<file path="src/logic/rtol_defines.svh">
// Register addresses, field positions and reset values of the offset/limit bank.
`ifndef RTOL_DEFINES_SVH
`define RTOL_DEFINES_SVH

`define RTOL_ADDR_RD_UPPER    8'h01
`define RTOL_ADDR_RD_LOWER    8'h10
`define RTOL_ADDR_HIGH_UPPER  8'h07
`define RTOL_ADDR_HIGH_ALT    8'h0D
`define RTOL_ADDR_LOW_UPPER   8'h08
`define RTOL_ADDR_LOW_ALT     8'h0E
`define RTOL_ADDR_OFS_UPPER   8'h11
`define RTOL_ADDR_OFS_LOWER   8'h12
`define RTOL_ADDR_HIGH_LOWER  8'h13
`define RTOL_ADDR_LOW_LOWER   8'h14

`define RTOL_FRAC_MSB         7
`define RTOL_FRAC_LSB         5
`define RTOL_UNUSED_MSB       4
`define RTOL_UNUSED_LSB       0
`define RTOL_SIGN_BIT         10
`define RTOL_SUM_MSB          11
`define RTOL_UPPER_LSB        3
`define RTOL_READ_FRAC_MSB    2
`define RTOL_SAT_POS          11'h3FF
`define RTOL_SAT_NEG          11'h400
`define RTOL_SUM_128C         12'sh400

`define RTOL_RST_HIGH_UPPER   8'h55
`define RTOL_RST_UPPER        8'h00
`define RTOL_RST_FRAC         3'h0
`define RTOL_RST_SUM          12'h000
`define RTOL_RST_BYTE         8'h00
`define RTOL_ZERO_UNUSED      5'h00

`endif

</file>
<file path="src/logic/rtol_pkg.sv">
// Types shared by the remote offset and limit register bank.
`default_nettype none
package rtol_pkg;
   typedef logic [7:0]         rtol_byte_t;
   typedef logic [2:0]         rtol_frac_t;
   typedef logic [10:0]        rtol_temp_t;
   typedef logic signed [11:0] rtol_sum_t;
endpackage
`default_nettype wire

</file>
<file path="src/logic/rtol_if.sv">
// Carrier between the register bank and the limit comparator.
`timescale 1ns/10ps
`default_nettype none
interface rtol_if;
   import rtol_pkg::*;
   rtol_sum_t  reading_sum;
   rtol_temp_t high_limit;
   rtol_temp_t low_limit;
   logic       high_unsigned;
   logic       above_high;
   logic       below_low;

   modport regs (output reading_sum, output high_limit, output low_limit,
                 output high_unsigned, input above_high, input below_low);
   modport cmp  (input reading_sum, input high_limit, input low_limit,
                 input high_unsigned, output above_high, output below_low);
endinterface
`default_nettype wire

</file>
<file path="src/logic/rtol_compare.sv">
// Limit comparator working in the same format as the stored limits.
`timescale 1ns/10ps
`default_nettype none
`include "rtol_defines.svh"
module rtol_compare
   import rtol_pkg::*;
(
   input  wire logic clk_i,
   input  wire logic resetn_i,
   rtol_if.cmp       bus
);
   // Limits are widened to 12 bits so both formats meet the sum directly.
   wire rtol_sum_t high_ext;
   wire rtol_sum_t low_ext;
   wire logic      above_next;
   wire logic      below_next;
   logic           above_reg;
   logic           below_reg;

   // A cleared select keeps the top bit as the sign.
   assign high_ext = bus.high_unsigned
                   ? rtol_sum_t'({1'b0, bus.high_limit}) // [RULE_11]
                   : rtol_sum_t'({bus.high_limit[`RTOL_SIGN_BIT],
                                  bus.high_limit}); // [RULE_06] [RULE_12]
   assign low_ext  = rtol_sum_t'({bus.low_limit[`RTOL_SIGN_BIT],
                                  bus.low_limit}); // [RULE_08]
   assign above_next = bus.reading_sum > high_ext; // [RULE_13]
   assign below_next = bus.reading_sum < low_ext; // [RULE_13]

   always_ff @(posedge clk_i or negedge resetn_i) begin
      if (!resetn_i) begin
         above_reg <= 1'b0;
         below_reg <= 1'b0;
      end else begin
         above_reg <= above_next;
         below_reg <= below_next;
      end
   end

   assign bus.above_high = above_reg;
   assign bus.below_low  = below_reg;

   chk_high_signed_cmp: assert property ( // [RULE_12]
      @(posedge clk_i) disable iff (!resetn_i)
      (!bus.high_unsigned && bus.high_limit[`RTOL_SIGN_BIT]
       && !bus.reading_sum[`RTOL_SUM_MSB])
      |=> bus.above_high)
      else $error("negative signed high limit not exceeded");
   chk_high_unsigned_cmp: assert property ( // [RULE_11]
      @(posedge clk_i) disable iff (!resetn_i)
      (bus.high_unsigned && bus.high_limit[`RTOL_SIGN_BIT]
       && bus.reading_sum < `RTOL_SUM_128C)
      |=> !bus.above_high)
      else $error("unsigned high limit treated as signed");
   chk_low_compare: assert property ( // [RULE_13]
      @(posedge clk_i) disable iff (!resetn_i)
      (bus.reading_sum < rtol_sum_t'({bus.low_limit[`RTOL_SIGN_BIT],
                                      bus.low_limit}))
      |=> bus.below_low)
      else $error("below low limit not flagged");
endmodule
`default_nettype wire

</file>
<file path="src/logic/rtol_regs.sv">
// Remote diode offset correction and high/low limit register bank.
`timescale 1ns/10ps
`default_nettype none
`include "rtol_defines.svh"

// Summary of operation
// RULE_01: Reading equals converter result plus signed offset.
// RULE_02: Offset uses filter-off layout, fraction bits 7:5.
// RULE_03: Offset bytes read/write, reset to zero.
// RULE_04: Lower byte bits 4:0 ignore writes, read zero.
// RULE_05: High limit resets to 85 degrees, read/write.
// RULE_06: High limit signed or unsigned per select bit.
// RULE_07: High upper byte at primary and alternate address.
// RULE_08: Low limit signed, read/write, resets to zero.
// RULE_09: Low upper byte at primary and alternate address.
// RULE_10: Signed upper byte is two's complement, sign bit 7.
// RULE_11: Unsigned upper bit 7 weighs 128 degrees.
// RULE_12: Cleared select bit means limits are signed.
// RULE_13: Compare reading to limits in the limits' format.
module rtol_regs
   import rtol_pkg::*;
(
   input  wire logic       clk_i,
   input  wire logic       resetn_i,
   input  wire logic [7:0] reg_addr_i,
   input  wire logic       reg_wr_i,
   input  wire logic [7:0] reg_wdata_i,
   output logic [7:0]      reg_rdata_o,
   input  wire logic [10:0] raw_temp_i,
   input  wire logic       raw_valid_i,
   input  wire logic       signedness_select_i,
   output logic [10:0]     reading_o,
   output logic            above_high_o,
   output logic            below_low_o
);
   // ---------------------------------------------------------------
   // Address decode
   // ---------------------------------------------------------------
   // One select per register, shared by the write strobes and the read
   // mux, so a read and a write can never disagree about an alias.
   function automatic logic hit(input logic [7:0] a, input logic [7:0] b);
      return a == b;
   endfunction

   wire logic sel_high_up = hit(reg_addr_i, `RTOL_ADDR_HIGH_UPPER)
                          | hit(reg_addr_i, `RTOL_ADDR_HIGH_ALT); // [RULE_07]
   wire logic sel_low_up  = hit(reg_addr_i, `RTOL_ADDR_LOW_UPPER)
                          | hit(reg_addr_i, `RTOL_ADDR_LOW_ALT); // [RULE_09]
   wire logic sel_ofs_up  = hit(reg_addr_i, `RTOL_ADDR_OFS_UPPER);
   wire logic sel_ofs_lo  = hit(reg_addr_i, `RTOL_ADDR_OFS_LOWER);
   wire logic sel_high_lo = hit(reg_addr_i, `RTOL_ADDR_HIGH_LOWER);
   wire logic sel_low_lo  = hit(reg_addr_i, `RTOL_ADDR_LOW_LOWER);
   wire logic sel_rd_up   = hit(reg_addr_i, `RTOL_ADDR_RD_UPPER);
   wire logic sel_rd_lo   = hit(reg_addr_i, `RTOL_ADDR_RD_LOWER);

   // The reading registers get no write strobe, so bus writes there drop.
   wire logic wr_high_up  = reg_wr_i & sel_high_up; // [RULE_07]
   wire logic wr_low_up   = reg_wr_i & sel_low_up; // [RULE_09]
   wire logic wr_ofs_up   = reg_wr_i & sel_ofs_up; // [RULE_03]
   wire logic wr_ofs_lo   = reg_wr_i & sel_ofs_lo; // [RULE_03]
   wire logic wr_high_lo  = reg_wr_i & sel_high_lo; // [RULE_05]
   wire logic wr_low_lo   = reg_wr_i & sel_low_lo; // [RULE_08]
   wire rtol_frac_t wfrac =
      reg_wdata_i[`RTOL_FRAC_MSB:`RTOL_FRAC_LSB]; // [RULE_04]

   // ---------------------------------------------------------------
   // Storage
   // ---------------------------------------------------------------
   rtol_byte_t high_up_reg;
   rtol_byte_t low_up_reg;
   rtol_byte_t ofs_up_reg;
   rtol_frac_t ofs_lo_reg;
   rtol_frac_t high_lo_reg;
   rtol_frac_t low_lo_reg;
   rtol_sum_t  sum_reg;
   rtol_temp_t reading_reg;
   rtol_byte_t rdata_reg;

   always_ff @(posedge clk_i or negedge resetn_i) begin
      if (!resetn_i) begin
         high_up_reg <= `RTOL_RST_HIGH_UPPER; // [RULE_05]
         high_lo_reg <= `RTOL_RST_FRAC;
         low_up_reg  <= `RTOL_RST_UPPER; // [RULE_08]
         low_lo_reg  <= `RTOL_RST_FRAC;
         ofs_up_reg  <= `RTOL_RST_UPPER; // [RULE_03]
         ofs_lo_reg  <= `RTOL_RST_FRAC;
      end else begin
         if (wr_high_up) high_up_reg <= reg_wdata_i;
         if (wr_high_lo) high_lo_reg <= wfrac;
         if (wr_low_up)  low_up_reg  <= reg_wdata_i;
         if (wr_low_lo)  low_lo_reg  <= wfrac;
         if (wr_ofs_up)  ofs_up_reg  <= reg_wdata_i;
         if (wr_ofs_lo)  ofs_lo_reg  <= wfrac; // [RULE_02]
      end
   end

   // ---------------------------------------------------------------
   // Offset correction
   // ---------------------------------------------------------------
   // The sum keeps one extra bit so the comparator sees the true value
   // even when the 11-bit signed reading has to saturate.
   wire rtol_temp_t ofs_word = {ofs_up_reg, ofs_lo_reg};
   wire logic       raw_sign = raw_temp_i[`RTOL_SIGN_BIT];
   wire logic       ofs_sign = ofs_word[`RTOL_SIGN_BIT];
   wire rtol_sum_t  raw_ext  = rtol_sum_t'({raw_sign, raw_temp_i});
   wire rtol_sum_t  ofs_ext  = rtol_sum_t'({ofs_sign, ofs_word}); // [RULE_02]
   wire rtol_sum_t  sum_next = raw_ext + ofs_ext; // [RULE_01]
   wire logic       sum_sign = sum_next[`RTOL_SUM_MSB];
   wire logic       sat      = sum_sign != sum_next[`RTOL_SIGN_BIT];
   wire rtol_temp_t sat_val  = {sum_sign, {`RTOL_SIGN_BIT{~sum_sign}}};
   wire rtol_temp_t rd_next  = sat ? sat_val
                             : sum_next[`RTOL_SIGN_BIT:0]; // [RULE_10]

   always_ff @(posedge clk_i or negedge resetn_i) begin
      if (!resetn_i) begin
         sum_reg     <= `RTOL_RST_SUM;
         reading_reg <= {`RTOL_RST_UPPER, `RTOL_RST_FRAC};
      end else if (raw_valid_i) begin
         sum_reg     <= sum_next;
         reading_reg <= rd_next;
      end
   end

   // ---------------------------------------------------------------
   // Read path
   // ---------------------------------------------------------------
   wire rtol_byte_t ofs_lo_byte  = {ofs_lo_reg, `RTOL_ZERO_UNUSED};
   wire rtol_byte_t high_lo_byte = {high_lo_reg, `RTOL_ZERO_UNUSED};
   wire rtol_byte_t low_lo_byte  = {low_lo_reg, `RTOL_ZERO_UNUSED};
   wire rtol_byte_t rd_up_byte   =
      reading_reg[`RTOL_SIGN_BIT:`RTOL_UPPER_LSB];
   wire rtol_byte_t rd_lo_byte   = {reading_reg[`RTOL_READ_FRAC_MSB:0],
                                    `RTOL_ZERO_UNUSED};
   wire rtol_byte_t rd_mux =
      sel_high_up ? high_up_reg  : // [RULE_07]
      sel_low_up  ? low_up_reg   : // [RULE_09]
      sel_ofs_up  ? ofs_up_reg   :
      sel_ofs_lo  ? ofs_lo_byte  :
      sel_high_lo ? high_lo_byte :
      sel_low_lo  ? low_lo_byte  :
      sel_rd_up   ? rd_up_byte   :
      sel_rd_lo   ? rd_lo_byte   :
      `RTOL_RST_BYTE; // [RULE_04]

   always_ff @(posedge clk_i or negedge resetn_i) begin
      if (!resetn_i) rdata_reg <= `RTOL_RST_BYTE;
      else           rdata_reg <= rd_mux;
   end

   // ---------------------------------------------------------------
   // Comparator
   // ---------------------------------------------------------------
   rtol_if link ();

   assign link.reading_sum   = sum_reg;
   assign link.high_limit    = {high_up_reg, high_lo_reg};
   assign link.low_limit     = {low_up_reg, low_lo_reg};
   assign link.high_unsigned = signedness_select_i; // [RULE_06]

   rtol_compare u_cmp (
      .clk_i    (clk_i),
      .resetn_i (resetn_i),
      .bus      (link.cmp)
   );

   assign reg_rdata_o  = rdata_reg;
   assign reading_o    = reading_reg;
   assign above_high_o = link.above_high;
   assign below_low_o  = link.below_low;

   // ---------------------------------------------------------------
   // Checks
   // ---------------------------------------------------------------
   // The reset checks look only at the first edge after release; later
   // writes are free to move the registers away from their reset values.
   chk_offset_sum: assert property ( // [RULE_01]
      @(posedge clk_i) disable iff (!resetn_i)
      raw_valid_i |=> sum_reg == rtol_sum_t'($past($signed(raw_temp_i)))
         + rtol_sum_t'($past($signed({ofs_up_reg, ofs_lo_reg}))))
      else $error("reading is not raw plus offset");
   chk_offset_frac: assert property ( // [RULE_02]
      @(posedge clk_i) disable iff (!resetn_i)
      wr_ofs_lo
      |=> ofs_lo_reg == $past(reg_wdata_i[`RTOL_FRAC_MSB:`RTOL_FRAC_LSB]))
      else $error("offset fraction not stored from its top bits");
   chk_offset_write: assert property ( // [RULE_03]
      @(posedge clk_i) disable iff (!resetn_i)
      wr_ofs_up ##1 sel_ofs_up |=> reg_rdata_o == $past(reg_wdata_i, 2))
      else $error("offset upper byte does not read back");
   chk_unused_zero: assert property ( // [RULE_04]
      @(posedge clk_i) disable iff (!resetn_i)
      (sel_ofs_lo | sel_high_lo | sel_low_lo)
      |=> reg_rdata_o[`RTOL_UNUSED_MSB:`RTOL_UNUSED_LSB] == `RTOL_ZERO_UNUSED)
      else $error("unused lower bits not zero");
   chk_high_reset: assert property ( // [RULE_05]
      @(posedge clk_i) $rose(resetn_i)
      |-> high_up_reg == `RTOL_RST_HIGH_UPPER
          && high_lo_reg == `RTOL_RST_FRAC)
      else $error("high limit reset value wrong");
   chk_high_alias: assert property ( // [RULE_07]
      @(posedge clk_i) disable iff (!resetn_i)
      (hit(reg_addr_i, `RTOL_ADDR_HIGH_ALT) && !reg_wr_i)
      |=> reg_rdata_o == $past(high_up_reg))
      else $error("alternate high address not aliased");
   chk_low_alias: assert property ( // [RULE_09]
      @(posedge clk_i) disable iff (!resetn_i)
      (reg_wr_i && hit(reg_addr_i, `RTOL_ADDR_LOW_ALT))
      |=> low_up_reg == $past(reg_wdata_i))
      else $error("alternate low address write lost");
   chk_low_reset: assert property ( // [RULE_08]
      @(posedge clk_i) $rose(resetn_i)
      |-> low_up_reg == `RTOL_RST_UPPER
          && ofs_up_reg == `RTOL_RST_UPPER)
      else $error("low limit or offset reset value wrong");
   chk_reading_sign: assert property ( // [RULE_10]
      @(posedge clk_i) disable iff (!resetn_i)
      reading_reg[`RTOL_SIGN_BIT] == sum_reg[`RTOL_SUM_MSB])
      else $error("saturated reading has wrong sign");
   chk_reading_sat: assert property ( // [RULE_10]
      @(posedge clk_i) disable iff (!resetn_i)
      (raw_valid_i && sat)
      |=> reading_reg == ($past(sum_sign) ? `RTOL_SAT_NEG : `RTOL_SAT_POS))
      else $error("out-of-range reading not saturated");
   chk_reading_locked: assert property ( // [RULE_01]
      @(posedge clk_i) disable iff (!resetn_i)
      (reg_wr_i && (sel_rd_up || sel_rd_lo) && !raw_valid_i)
      |=> reading_reg == $past(reading_reg))
      else $error("reading register took a bus write");
endmodule
`default_nettype wire

</file>
<file path="config.mk">
export PLATFORM = sky130hd
export DESIGN_NAME = rtol_regs
export DESIGN_NICKNAME = d
export VERILOG_FILES = /design/src/logic/rtol_pkg.sv /design/src/logic/rtol_if.sv /design/src/logic/rtol_compare.sv /design/src/logic/rtol_regs.sv
export VERILOG_INCLUDE_DIRS = /design/src /design/src/logic
export SDC_FILE = /design/constraint.sdc
export NUM_CORES = 1
export LEC_CHECK = 0
export ABC_AREA = 0
export ABC_CLOCK_PERIOD_IN_PS = 5300
export BUFFER_PORTS_ARGS = -buffer_cell sky130_fd_sc_hd__buf_2
export CAP_MARGIN = 20
export CORE_MARGIN = 2
export CORE_UTILIZATION = 45
export CTS_BUF_LIST = sky130_fd_sc_hd__clkbuf_16
export DETAILED_ROUTE_END_ITERATION = 12
export GPL_ROUTABILITY_DRIVEN = 1
export HOLD_SLACK_MARGIN = 0.02
export SLEW_MARGIN = 5
export SYNTH_ARGS = -nofsm -noshare
export SYNTH_HDL_FRONTEND = slang
export SYNTH_HIERARCHICAL = 1
export SYNTH_SLANG_ARGS = --single-unit
</file>
<file path="constraint.sdc">
create_clock -name clk_i -period 5.3 [get_ports clk_i]
set_clock_uncertainty 0.05 [all_clocks]
set_input_delay 0.795 -clock clk_i [delete_from_list [all_inputs] [get_ports clk_i]]
set_output_delay 0.795 -clock clk_i [all_outputs]
set_load 0.02 [all_outputs]
</file>
==> flow_summary.json, run 1 <==
{
  "slew-limit-headroom": 0.434,
  "timing.critical_path.mode_cell": "a21oi_1",
  "antenna_left": 0,
  "cts_resized": 0,
  "async_reset_ff_frac": 1.00,
  "gr-total-overflow": 0,
  "grt_usage": 0.221,
  "cts-root-buf": "clkbuf_16",
  "status": "complete, no violations",
  "r2r_start": "ofs_lo_reg[0]$_DFFE_PN0P_",
  "fin_util": 0.532,
  "drc_errors": 0,
  "power_leakage_nw": 2.22,
  "area_growth_pct": 15.0,
  "r2r_slack_ps": 2480,
  "finalWirelength_mm": 10.5,
  "worstHoldStart": "link.reading_sum[0]$_DFFE_PN0P_",
  "grt_pass1_vias": 3002,
  "post_cts.repair.setup_buffers": 0,
  "slowest_stage": "mux2i_2",
  "period_needed_ps": 2940,
  "synth_common_cells": "dfrtp_1 (62), mux2_2 (40), ha_1 (34)",
  "maxCapViolations": 0,
  "crit_family": "compound AO/OA/AOI/OAI gates",
  "met2WireLength_mm": 5.06,
  "rr_worst_depth": 8,
  "cts_buffers": 9,
  "path_cells": "buf_2, ha_1, fa_1, a21oi_1, o221ai_2, a31oi_2, mux2i_2, nand2_1, a21oi_1",
  "min_to": "link.reading_sum[0]$_DFFE_PN0P_",
  "clk_latency_ps": 320,
  "layout-drive-gt1-share": 0.301,
  "syn_area_mm2": 0.00404,
  "clk_pin_slew_ps": 60,
  "dr_wl_met3_um": 442,
  "synthCells": 378,
  "ir_worst_vdd_mv": 0.187,
  "place_congestion": 0.889,
  "criticalPathCategory": "in2reg",
  "hold_path.class": "reg2reg",
  "syn_area_per_cell_um2": 10.7,
  "r2r_end": "reading_o[9]$_DFFE_PN0P_",
  "clock_path_buffers": 2,
  "setup_violations": 0,
  "final_hold_viol_count": 0,
  "die_height_um": 98.7,
  "grt_max_degree": 67,
  "synth_nets": 445,
  "tightest_slew_ps": 849,
  "htree_levels": 3,
  "cts.sinks": 66,
  "power_density_mw_per_mm2": 316,
  "max_freq_mhz": 340,
  "top_layer": "met4",
  "post_drt_wl_per_cell_um": 19.4,
  "synth_top_area_frac": 0.384,
  "grt_pass1_wl_mm": 16.6,
  "ys_ff_latch": 66,
  "post-route-period-util": 0.555,
  "ios": 53,
  "drt-initial-drc-count": 210,
  "slowest_delay_ps": 490,
  "critPathCaptureType": "register",
  "cts_tree": "yes",
  "drt_pre_antenna_iters": 4,
  "required_ps": 5500,
  "yosys.area.top_type": "dfrtp_1",
  "dieArea_mm2": 0.00975,
  "via_per_inst": 5.76,
  "critPathMaxFanout": 8,
  "row_count": 34,
  "vias": 3126,
  "port_buffers": 52,
  "synthDistinctLibCells": 67,
  "ys_seq_area_frac": 0.410,
  "yosys_warnings": 6,
  "coreArea_mm2": 0.00872,
  "critPathArrivalTime_ps": 3140,
  "worst-path-buf-inv": 1,
  "n_antenna_cell": 0,
  "initial_core_util": 0.463,
  "antenna_found_initial": 0,
  "dp_hpwl_mm": 8.08,
  "largest_reg_flops": 12,
  "drt-met1-wl_mm": 4.99,
  "grt_setup_unrepaired": "false",
  "synth_edf_count": 0,
  "die_w_um": 98.7,
  "min_path_cells": 1,
  "yosys-top-cells-area": "dfrtp_1 (38%), mux2_2 (11%), ha_1 (11%)",
  "critPathLaunchType": "primary input",
  "synth_most_common_cell": "dfrtp_1",
  "tns_ps": 0,
  "num-nets-final": 497,
  "synth-main-ff-cell": "dfrtp_1",
  "hold_buffers": 0,
  "finalMaxSlewViolations": 0
}
[cell usage in the layout (no fill, tap or decap), types with 3 or more instances in the layout]
cell type	instances
a31oi_1	5
nor2_1	24
mux2_4	3
a21oi_1	29
nand3_1	4
inv_1	27
dfrtp_1	62
a211oi_1	4
clkbuf_16	9
dfstp_2	4
xnor2_1	7
xor2_1	3
nand2_1	27
nand2b_1	7
nand4_1	10
o21ai_0	4
a222oi_1	7
ha_1	34
buf_2	52
a21o_1	6
o21a_1	3
mux2i_1	4
mux2_2	40
nor2b_1	6
[routing by layer]
layer / up-vias / track usage
met1: 1556 / 0.315
met3: 2 / 0.0440
li1: 1492 / -
met5: - / 0
met2: 76 / 0.356
met4: 0 / 0.0379
[worst max-delay path by stage]
stage,startpoint,end,slack [ps],cells after the start
2_1_floorplan,raw_temp_i[0],reading_o[7]$_DFFE_PN0P_,2470,8
3_3_place_gp,raw_temp_i[0],reading_o[7]$_DFFE_PN0P_,2210,9
3_5_place_dp,raw_temp_i[0],reading_o[4]$_DFFE_PN0P_,2040,9
4_1_cts,raw_temp_i[0],reading_o[9]$_DFFE_PN0P_,2380,9
5_1_grt,raw_temp_i[0],reading_o[0]$_DFFE_PN0P_,2230,9
6_report,raw_temp_i[0],reading_o[9]$_DFFE_PN0P_,2360,9
[power breakdown]
part | leakage [nW] | internal [mW] | switching [mW]
registers | 0.833 | 0.552 | 0.0478
logic | 1.24 | 0.127 | 0.167
clock network | 0.148 | 0.359 | 0.215
total | 2.22 | 1.04 | 0.430
[metrics by stage]
| step | cells | hold slack (ps) | area [um2] | power (mW) | worst slack (ps) |
|---|---|---|---|---|---|
| floorplan | 378 | 415 | 4040 | 0.795 | 2470 |
| global placement | 527 | 468 | 4350 | 0.891 | 2210 |
| detailed placement | 527 | 472 | 4350 | 0.901 | 2040 |
| CTS | 543 | 484 | 4640 | 1.48 | 2380 |
| global route | 543 | 511 | 4640 | 1.54 | 2230 |
| finish | 543 | 484 | 4640 | 1.47 | 2360 |
[cells by family (layout without fill, tap and decap cells)]
group / after synthesis / count (layout) / synth area share
adder cells (fa/ha/maj): 35 / 35 / 0.110
AND/OR/NAND/NOR: 100 / 100 / 0.136
AO/OA/AOI/OAI: 80 / 80 / 0.139
multiplexers: 48 / 48 / 0.136
buffers and inverters: 39 / 96 / 0.0468
XOR/XNOR: 10 / 10 / 0.0217
flip-flops: 66 / 66 / 0.410
[area by class of cell]
| cell class | instances | area [um2] |
|---|---|---|
| tap | 108 | 135 |
| sequential | 66 | 1660 |
| multi-input combinational | 273 | 2190 |
| inverter | 27 | 101 |
| fill | 791 | 4080 |
| timing repair buffer | 53 | 268 |
| clock buffer | 9 | 225 |
| clock inverter | 7 | 63.8 |
Note: power is estimated with default switching activity, not from simulation.
==> run 2: changes to the inputs <==
- ABC_AREA: 0 -> 1
- ABC_CLOCK_PERIOD_IN_PS: 5300 -> 2900
- clock period: 5.3 -> 2.9 ns (I/O delays scaled with it)
==> run 2 against run 1 <==
Power is 79% higher. Largest power group unchanged. Synthesized area up 5.3%. Global-route usage up 0.29 points. Largest cell class unchanged. Count of clock-buffer cells in the layout did not move. Worst hold slack got worse by 330 ps. Sequential power is 80% higher.
==> flow_summary.json, run 2 <==
{
  "max_freq_mhz": 489,
  "fill_cells": 884,
  "drt-initial-drc-count": 172,
  "via_per_inst": 5.05,
  "finalWirelength_mm": 10.7,
  "critPathLaunchType": "register",
  "path_cells": "ha_1, nand2_1, inv_1, nand2_1, nand2_1, nand2_1, nand3_2, nand2_1, nand2_1, nand2_2, nand2_1, nand3_2",
  "use_met1": 0.289,
  "timing.critical_path.mode_cell": "nand2_1",
  "clock_path_buffers": 2,
  "hold_buffers": 0,
  "cts.sinks": 66,
  "setup_violations": 0,
  "area_growth_pct": 15.6,
  "cts_tree": "yes",
  "grt_util_met3": 0.0511,
  "drc_errors": 0,
  "worst_slack_ps": 853,
  "dp_slack_ps": 760,
  "required_ps": 3050,
  "num-nets-final": 681,
  "period_needed_ps": 2050,
  "synthCells": 556,
  "place_congestion": 0.961,
  "grt_pass1_wl_mm": 17.4,
  "power_density_mw_per_mm2": 536,
  "seq_area_mm2": 0.00166,
  "multi_input_area_mm2": 0.00224,
  "slowest_stage": "dfrtp_1",
  "vias": 3684,
  "tightest_slew_ps": 830,
  "critPathArrivalTime_ps": 2200,
  "synthDistinctLibCells": 31,
  "finalPower_mw": 2.63,
  "ir_worst_vdd_mv": 0.295,
  "layout-drive-gt1-share": 0.200,
  "antenna_found_initial": 0,
  "htree_levels": 3,
  "synth_nets": 623,
  "power_leakage_nw": 2.58,
  "synth_most_common_cell": "nand2_1",
  "gr-total-overflow": 0,
  "syn_area_mm2": 0.00425,
  "grt_setup_unrepaired": "false",
  "crit_family": "simple AND/OR/NAND/NOR gates",
  "largest_reg_flops": 12,
  "drt_pre_antenna_iters": 5,
  "post-route-period-util": 0.706,
  "slew-limit-headroom": 0.447,
  "stdcell_count": 730,
  "worst-path-buf-inv": 1,
  "cts_buffers": 9,
  "cts-root-buf": "clkbuf_16",
  "antenna_left": 0,
  "die_w_um": 101,
  "dp_hpwl_mm": 8.49,
  "post-route-cell-area_mm2": 0.00491,
  "synth-main-ff-cell": "dfrtp_1",
  "ys_seq_area_frac": 0.390,
  "busiest_layer": "met2",
  "globalRouteMet2Util": 0.370,
  "placed_area_mm2": 0.00463,
  "grt_pass1_vias": 3491,
  "ios": 53,
  "ys_ff_latch": 66,
  "dieArea_mm2": 0.0102,
  "post_cts.repair.setup_buffers": 0,
  "critPathMaxFanout": 10,
  "hold_path.class": "in2async",
  "coreArea_mm2": 0.00920,
  "synth_edf_count": 0,
  "criticalPathCategory": "reg2reg",
  "tns_ps": 0,
  "clk_pin_slew_ps": 60,
  "synth_common_cells": "nand2_1 (187), inv_1 (73), dfrtp_1 (62)",
  "grt_usage": 0.224,
  "yosys-top-cells-area": "dfrtp_1 (36%), nand2_1 (17%), ha_1 (10%)",
  "maxCapViolations": 0,
  "critPathCaptureType": "register",
  "yosys_warnings": 6,
  "n_antenna_cell": 0,
  "final_cell_mix": "nand2_1 (187), inv_1 (73), dfrtp_1 (62)",
  "slowest_delay_ps": 440,
  "grt_max_degree": 37,
  "clk_latency_ps": 330,
  "synth_top_area_frac": 0.365,
  "row_count": 35,
  "yosys.area.top_type": "dfrtp_1",
  "final_hold_viol_count": 0,
  "post_drt_wl_per_cell_um": 14.6,
  "initial_core_util": 0.462,
  "placed_cells": 714,
  "layout_commonest_cell": "nand2_1",
  "cts_resized": 0,
  "async_reset_ff_frac": 1.00,
  "syn_area_per_cell_um2": 7.65,
  "port_buffers": 52,
  "die_height_um": 101,
  "status": "complete, no violations",
  "finalMaxSlewViolations": 0
}
-- run 2: layout make-up --
cell class / instances / area share
Clock buffer: 9 / 0.0458
Clock inverter: 7 / 0.0122
Inverter: 81 / 0.0624
Multi-Input combinational cell: 402 / 0.456
Sequential cell: 66 / 0.337
Tap cell: 111 / 0.0283
Timing Repair Buffer: 54 / 0.0586
-- run 2: cells by family after synthesis --
logic type / after synthesis / synth area share
flops: 66 / 0.390
simple gates: 296 / 0.316
fa+ha+maj: 35 / 0.105
compound gates: 66 / 0.0954
xor+xnor: 5 / 0.0103
buf+inv: 88 / 0.0839
-- run 2: final timing paths --
check                      depth (start not counted)                       startpoint  slack [ps]                         endpoint
setup reg to reg                                  12        ofs_up_reg[2]$_DFFE_PN0P_         850         reading_o[6]$_DFFE_PN0P_
max in group asynchronous                          2                         resetn_i        1920       high_up_reg[2]$_DFFE_PN1P_
setup / recovery                                  12        ofs_up_reg[2]$_DFFE_PN0P_         850         reading_o[6]$_DFFE_PN0P_
min in group clk_i                                 3                   reg_wdata_i[2]         330       high_up_reg[2]$_DFFE_PN1P_
hold reg to reg                                    2  link.reading_sum[0]$_DFFE_PN0P_         430  link.reading_sum[0]$_DFFE_PN0P_
hold / removal                                     1                         resetn_i         150  link.reading_sum[0]$_DFFE_PN0P_
-- run 2: metal layers --
layer  vias up  wire, um
met5         -         0
met4         0       316
met3        19       402
met2        87      4990
met1      1680      4960
li1       1898         -
-- run 2: power by group --
group / leakage, nW / total [mW] / internal [mW] / switching (mW)
registers: 0.852 / 1.08 / 1.00 / 0.0770
logic: 1.59 / 0.518 / 0.192 / 0.326
clock network: 0.132 / 1.04 / 0.652 / 0.384
total: 2.58 / 2.63 / 1.85 / 0.787
-- run 2: worst register-to-register path: stages (launching register included) --
cell     delay (ps)
dfrtp_1         440
ha_1            380
nand2_1         130
inv_1            90
nand2_1          50
nand2_1          80
nand2_1         120
nand3_2         100
nand2_1          50
nand2_1          90
nand2_2         150
nand2_1         130
nand3_2          60
-- run 2: metrics by stage --
stage | hold slack (ps) | utilization
after CTS | 172 | 0.534
after detailed placement | 417 | 0.503
after floorplan | 89.4 | -
after global placement | 412 | 0.503
final | 150 | 0.534
after global routing | 212 | 0.534
==> run 3: changes to the inputs <==
- ABC_CLOCK_PERIOD_IN_PS: 2900 -> 2100
- clock period: 2.9 -> 2.1 ns (I/O delays scaled with it)
==> run 3 against run 2 <==
Power rose by 45%. Sequential cell count did not move. Worst hold slack improved by 59 ps. Critical path type unchanged. Sequential power rose by 38%. Routed wire length rose by 4.7%. Sequential share of layout area fell by 0.77 points.
==> flow_summary.json, run 3 (synthesis gave the netlist of run 2 again) <==
{
  "status": "complete, no violations",
  "intPower_mw": 2.70,
  "ir_worst_vdd_mv": 0.474,
  "grt_pass1_vias": 3619,
  "post_drt_wl_per_cell_um": 15.2,
  "finalWirelength_mm": 11.2,
  "grt_usage": 0.235,
  "post-route-period-util": 0.928,
  "power_frac_comb": 0.191,
  "tightest_slew_ps": 741,
  "layout-drive-gt1-share": 0.220,
  "power_density_mw_per_mm2": 762,
  "grt_max_degree": 35,
  "clock_path_buffers": 2,
  "final_hold_viol_count": 0,
  "grt_setup_unrepaired": "false",
  "cts_tree": "yes",
  "critPathCaptureType": "register",
  "slowest_delay_ps": 420,
  "criticalPathCategory": "reg2reg",
  "crit_family": "simple AND/OR/NAND/NOR gates",
  "gr-total-overflow": 0,
  "max_freq_mhz": 513,
  "r2r_end": "reading_o[6]$_DFFE_PN0P_",
  "largest_reg_flops": 12,
  "critPathLaunchType": "register",
  "timing.critical_path.mode_cell": "nand2_1",
  "slowest_stage": "dfrtp_1",
  "drc_errors": 0,
  "maxCapViolations": 0,
  "layout_commonest_cell": "nand2_1",
  "min_to": "high_up_reg[0]$_DFFE_PN1P_",
  "swShare": 0.296,
  "post_cts.repair.setup_buffers": 0,
  "antenna_found_initial": 0,
  "required_ps": 2260,
  "ios": 53,
  "port_buffers": 52,
  "fill_cells": 897,
  "hold_path.class": "in2reg",
  "htree_levels": 3,
  "via_per_inst": 5.10,
  "finalMaxSlewViolations": 0,
  "place_congestion": 0.958,
  "n_antenna_cell": 0,
  "cts_buffers": 9,
  "path_cells": "ha_1, nand2_1, inv_1, a21oi_1, nand4_1, nand2_1, nand2_4, nand2_1, nand3_2",
  "hold_slack_ps": 209,
  "r2r_start": "ofs_up_reg[5]$_DFFE_PN0P_",
  "critPathMaxFanout": 10,
  "period_needed_ps": 1950,
  "dp_hpwl_mm": 8.81,
  "switching_power_mw": 1.13,
  "antenna_left": 0,
  "drt_pre_antenna_iters": 5,
  "critPathArrivalTime_ps": 2110,
  "die_height_um": 101,
  "cts-root-buf": "clkbuf_16",
  "cts.sinks": 66,
  "row_count": 35,
  "die_w_um": 101,
  "worstHoldStart": "reg_wdata_i[0]",
  "power_leakage_nw": 2.62,
  "drt-initial-drc-count": 210,
  "final_cell_mix": "nand2_1 (187), inv_1 (73), dfrtp_1 (62)",
  "p_seq_frac": 0.389,
  "min_path_cells": 3,
  "tns_ps": 0,
  "clkPwrFrac": 0.419,
  "grt_pass1_wl_mm": 18.1,
  "clk_pin_slew_ps": 60,
  "coreArea_mm2": 0.00920,
  "slew-limit-headroom": 0.506,
  "rr_worst_depth": 9,
  "area_growth_pct": 18.3,
  "finalPower_mw": 3.83,
  "vias": 3748,
  "clk_latency_ps": 330,
  "worst-path-buf-inv": 1,
  "num-nets-final": 686,
  "setup_violations": 0,
  "initial_core_util": 0.462,
  "dieArea_mm2": 0.0102,
  "critPathLaunch": "ofs_up_reg[5]$_DFFE_PN0P_",
  "r2r_slack_ps": 150
}
run 3: cell count changes in the layout (fill, tap and decap cells not counted), sizes merged:
cell	before	now
bufinv	1	2
dlygate4sd3	0	1
buf	54	58
clkinvlp	2	1
run 3: repair_timing:
action                                  in CTS  in global routing
gates resized for setup                      0                  8
endpoints found under the setup margin       0                 10
endpoints found under the hold margin       25                  0
hold buffers                                 1                  0
run 3: routing by layer:
metal | vias up | global-route usage | wire [um]
met4 | 0 | 0.108 | 457
met5 | - | 0 | 0
met1 | 1712 | 0.297 | 4980
met3 | 28 | 0.0442 | 469
met2 | 98 | 0.392 | 5250
li1 | 1910 | - | -
run 3: worst max-delay path by stage:
stage | to | depth (start not counted)
after floorplan | reading_o[9]$_DFFE_PN0P_ | 8
after global placement | reading_o[8]$_DFFE_PN0P_ | 11
after detailed placement | reading_o[8]$_DFFE_PN0P_ | 11
after CTS | reading_o[8]$_DFFE_PN0P_ | 10
after global routing | reading_o[6]$_DFFE_PN0P_ | 10
final | reading_o[6]$_DFFE_PN0P_ | 9
run 3: power by group through the flow:
| stage | combinational [mW] | sequential (mW) | clock (mW) |
|---|---|---|---|
| 6_report | 0.734 | 1.49 | 1.61 |
| 3_3_place_gp | 0.705 | 1.51 | 0 |
| 2_1_floorplan | 0.443 | 1.53 | 0 |
| 3_5_place_dp | 0.720 | 1.51 | 0 |
| 5_1_grt | 0.842 | 1.50 | 1.71 |
| 4_1_cts | 0.724 | 1.49 | 1.64 |
run 3: per-stage QoR:
step / instances / utilization / setup WS, ps / cell area [um2]
2_1_floorplan: 556 / - / 325 / 4250
3_3_place_gp: 718 / 0.507 / 58.3 / 4660
3_5_place_dp: 718 / 0.507 / 78.0 / 4660
4_1_cts: 735 / 0.542 / 75.8 / 4990
5_1_grt: 735 / 0.547 / 6.99 / 5030
6_report: 735 / 0.547 / 151 / 5030
run 3: final cells by class:
cell class	count	area, um2	share of cell area
well taps	111	139	0.0276
clock inverters	7	93.8	0.0187
multi-input cells	402	2280	0.453
clock buffers	9	225	0.0448
inverters	81	307	0.0610
flip-flops and latches	66	1660	0.329
repair buffers	59	328	0.0652
run 3: worst register-to-register path: stages (launching register included):
cell	delay [ps]
dfrtp_1	420
ha_1	350
nand2_1	110
inv_1	40
a21oi_1	280
nand4_1	140
nand2_1	170
nand2_4	130
nand2_1	110
nand3_2	50
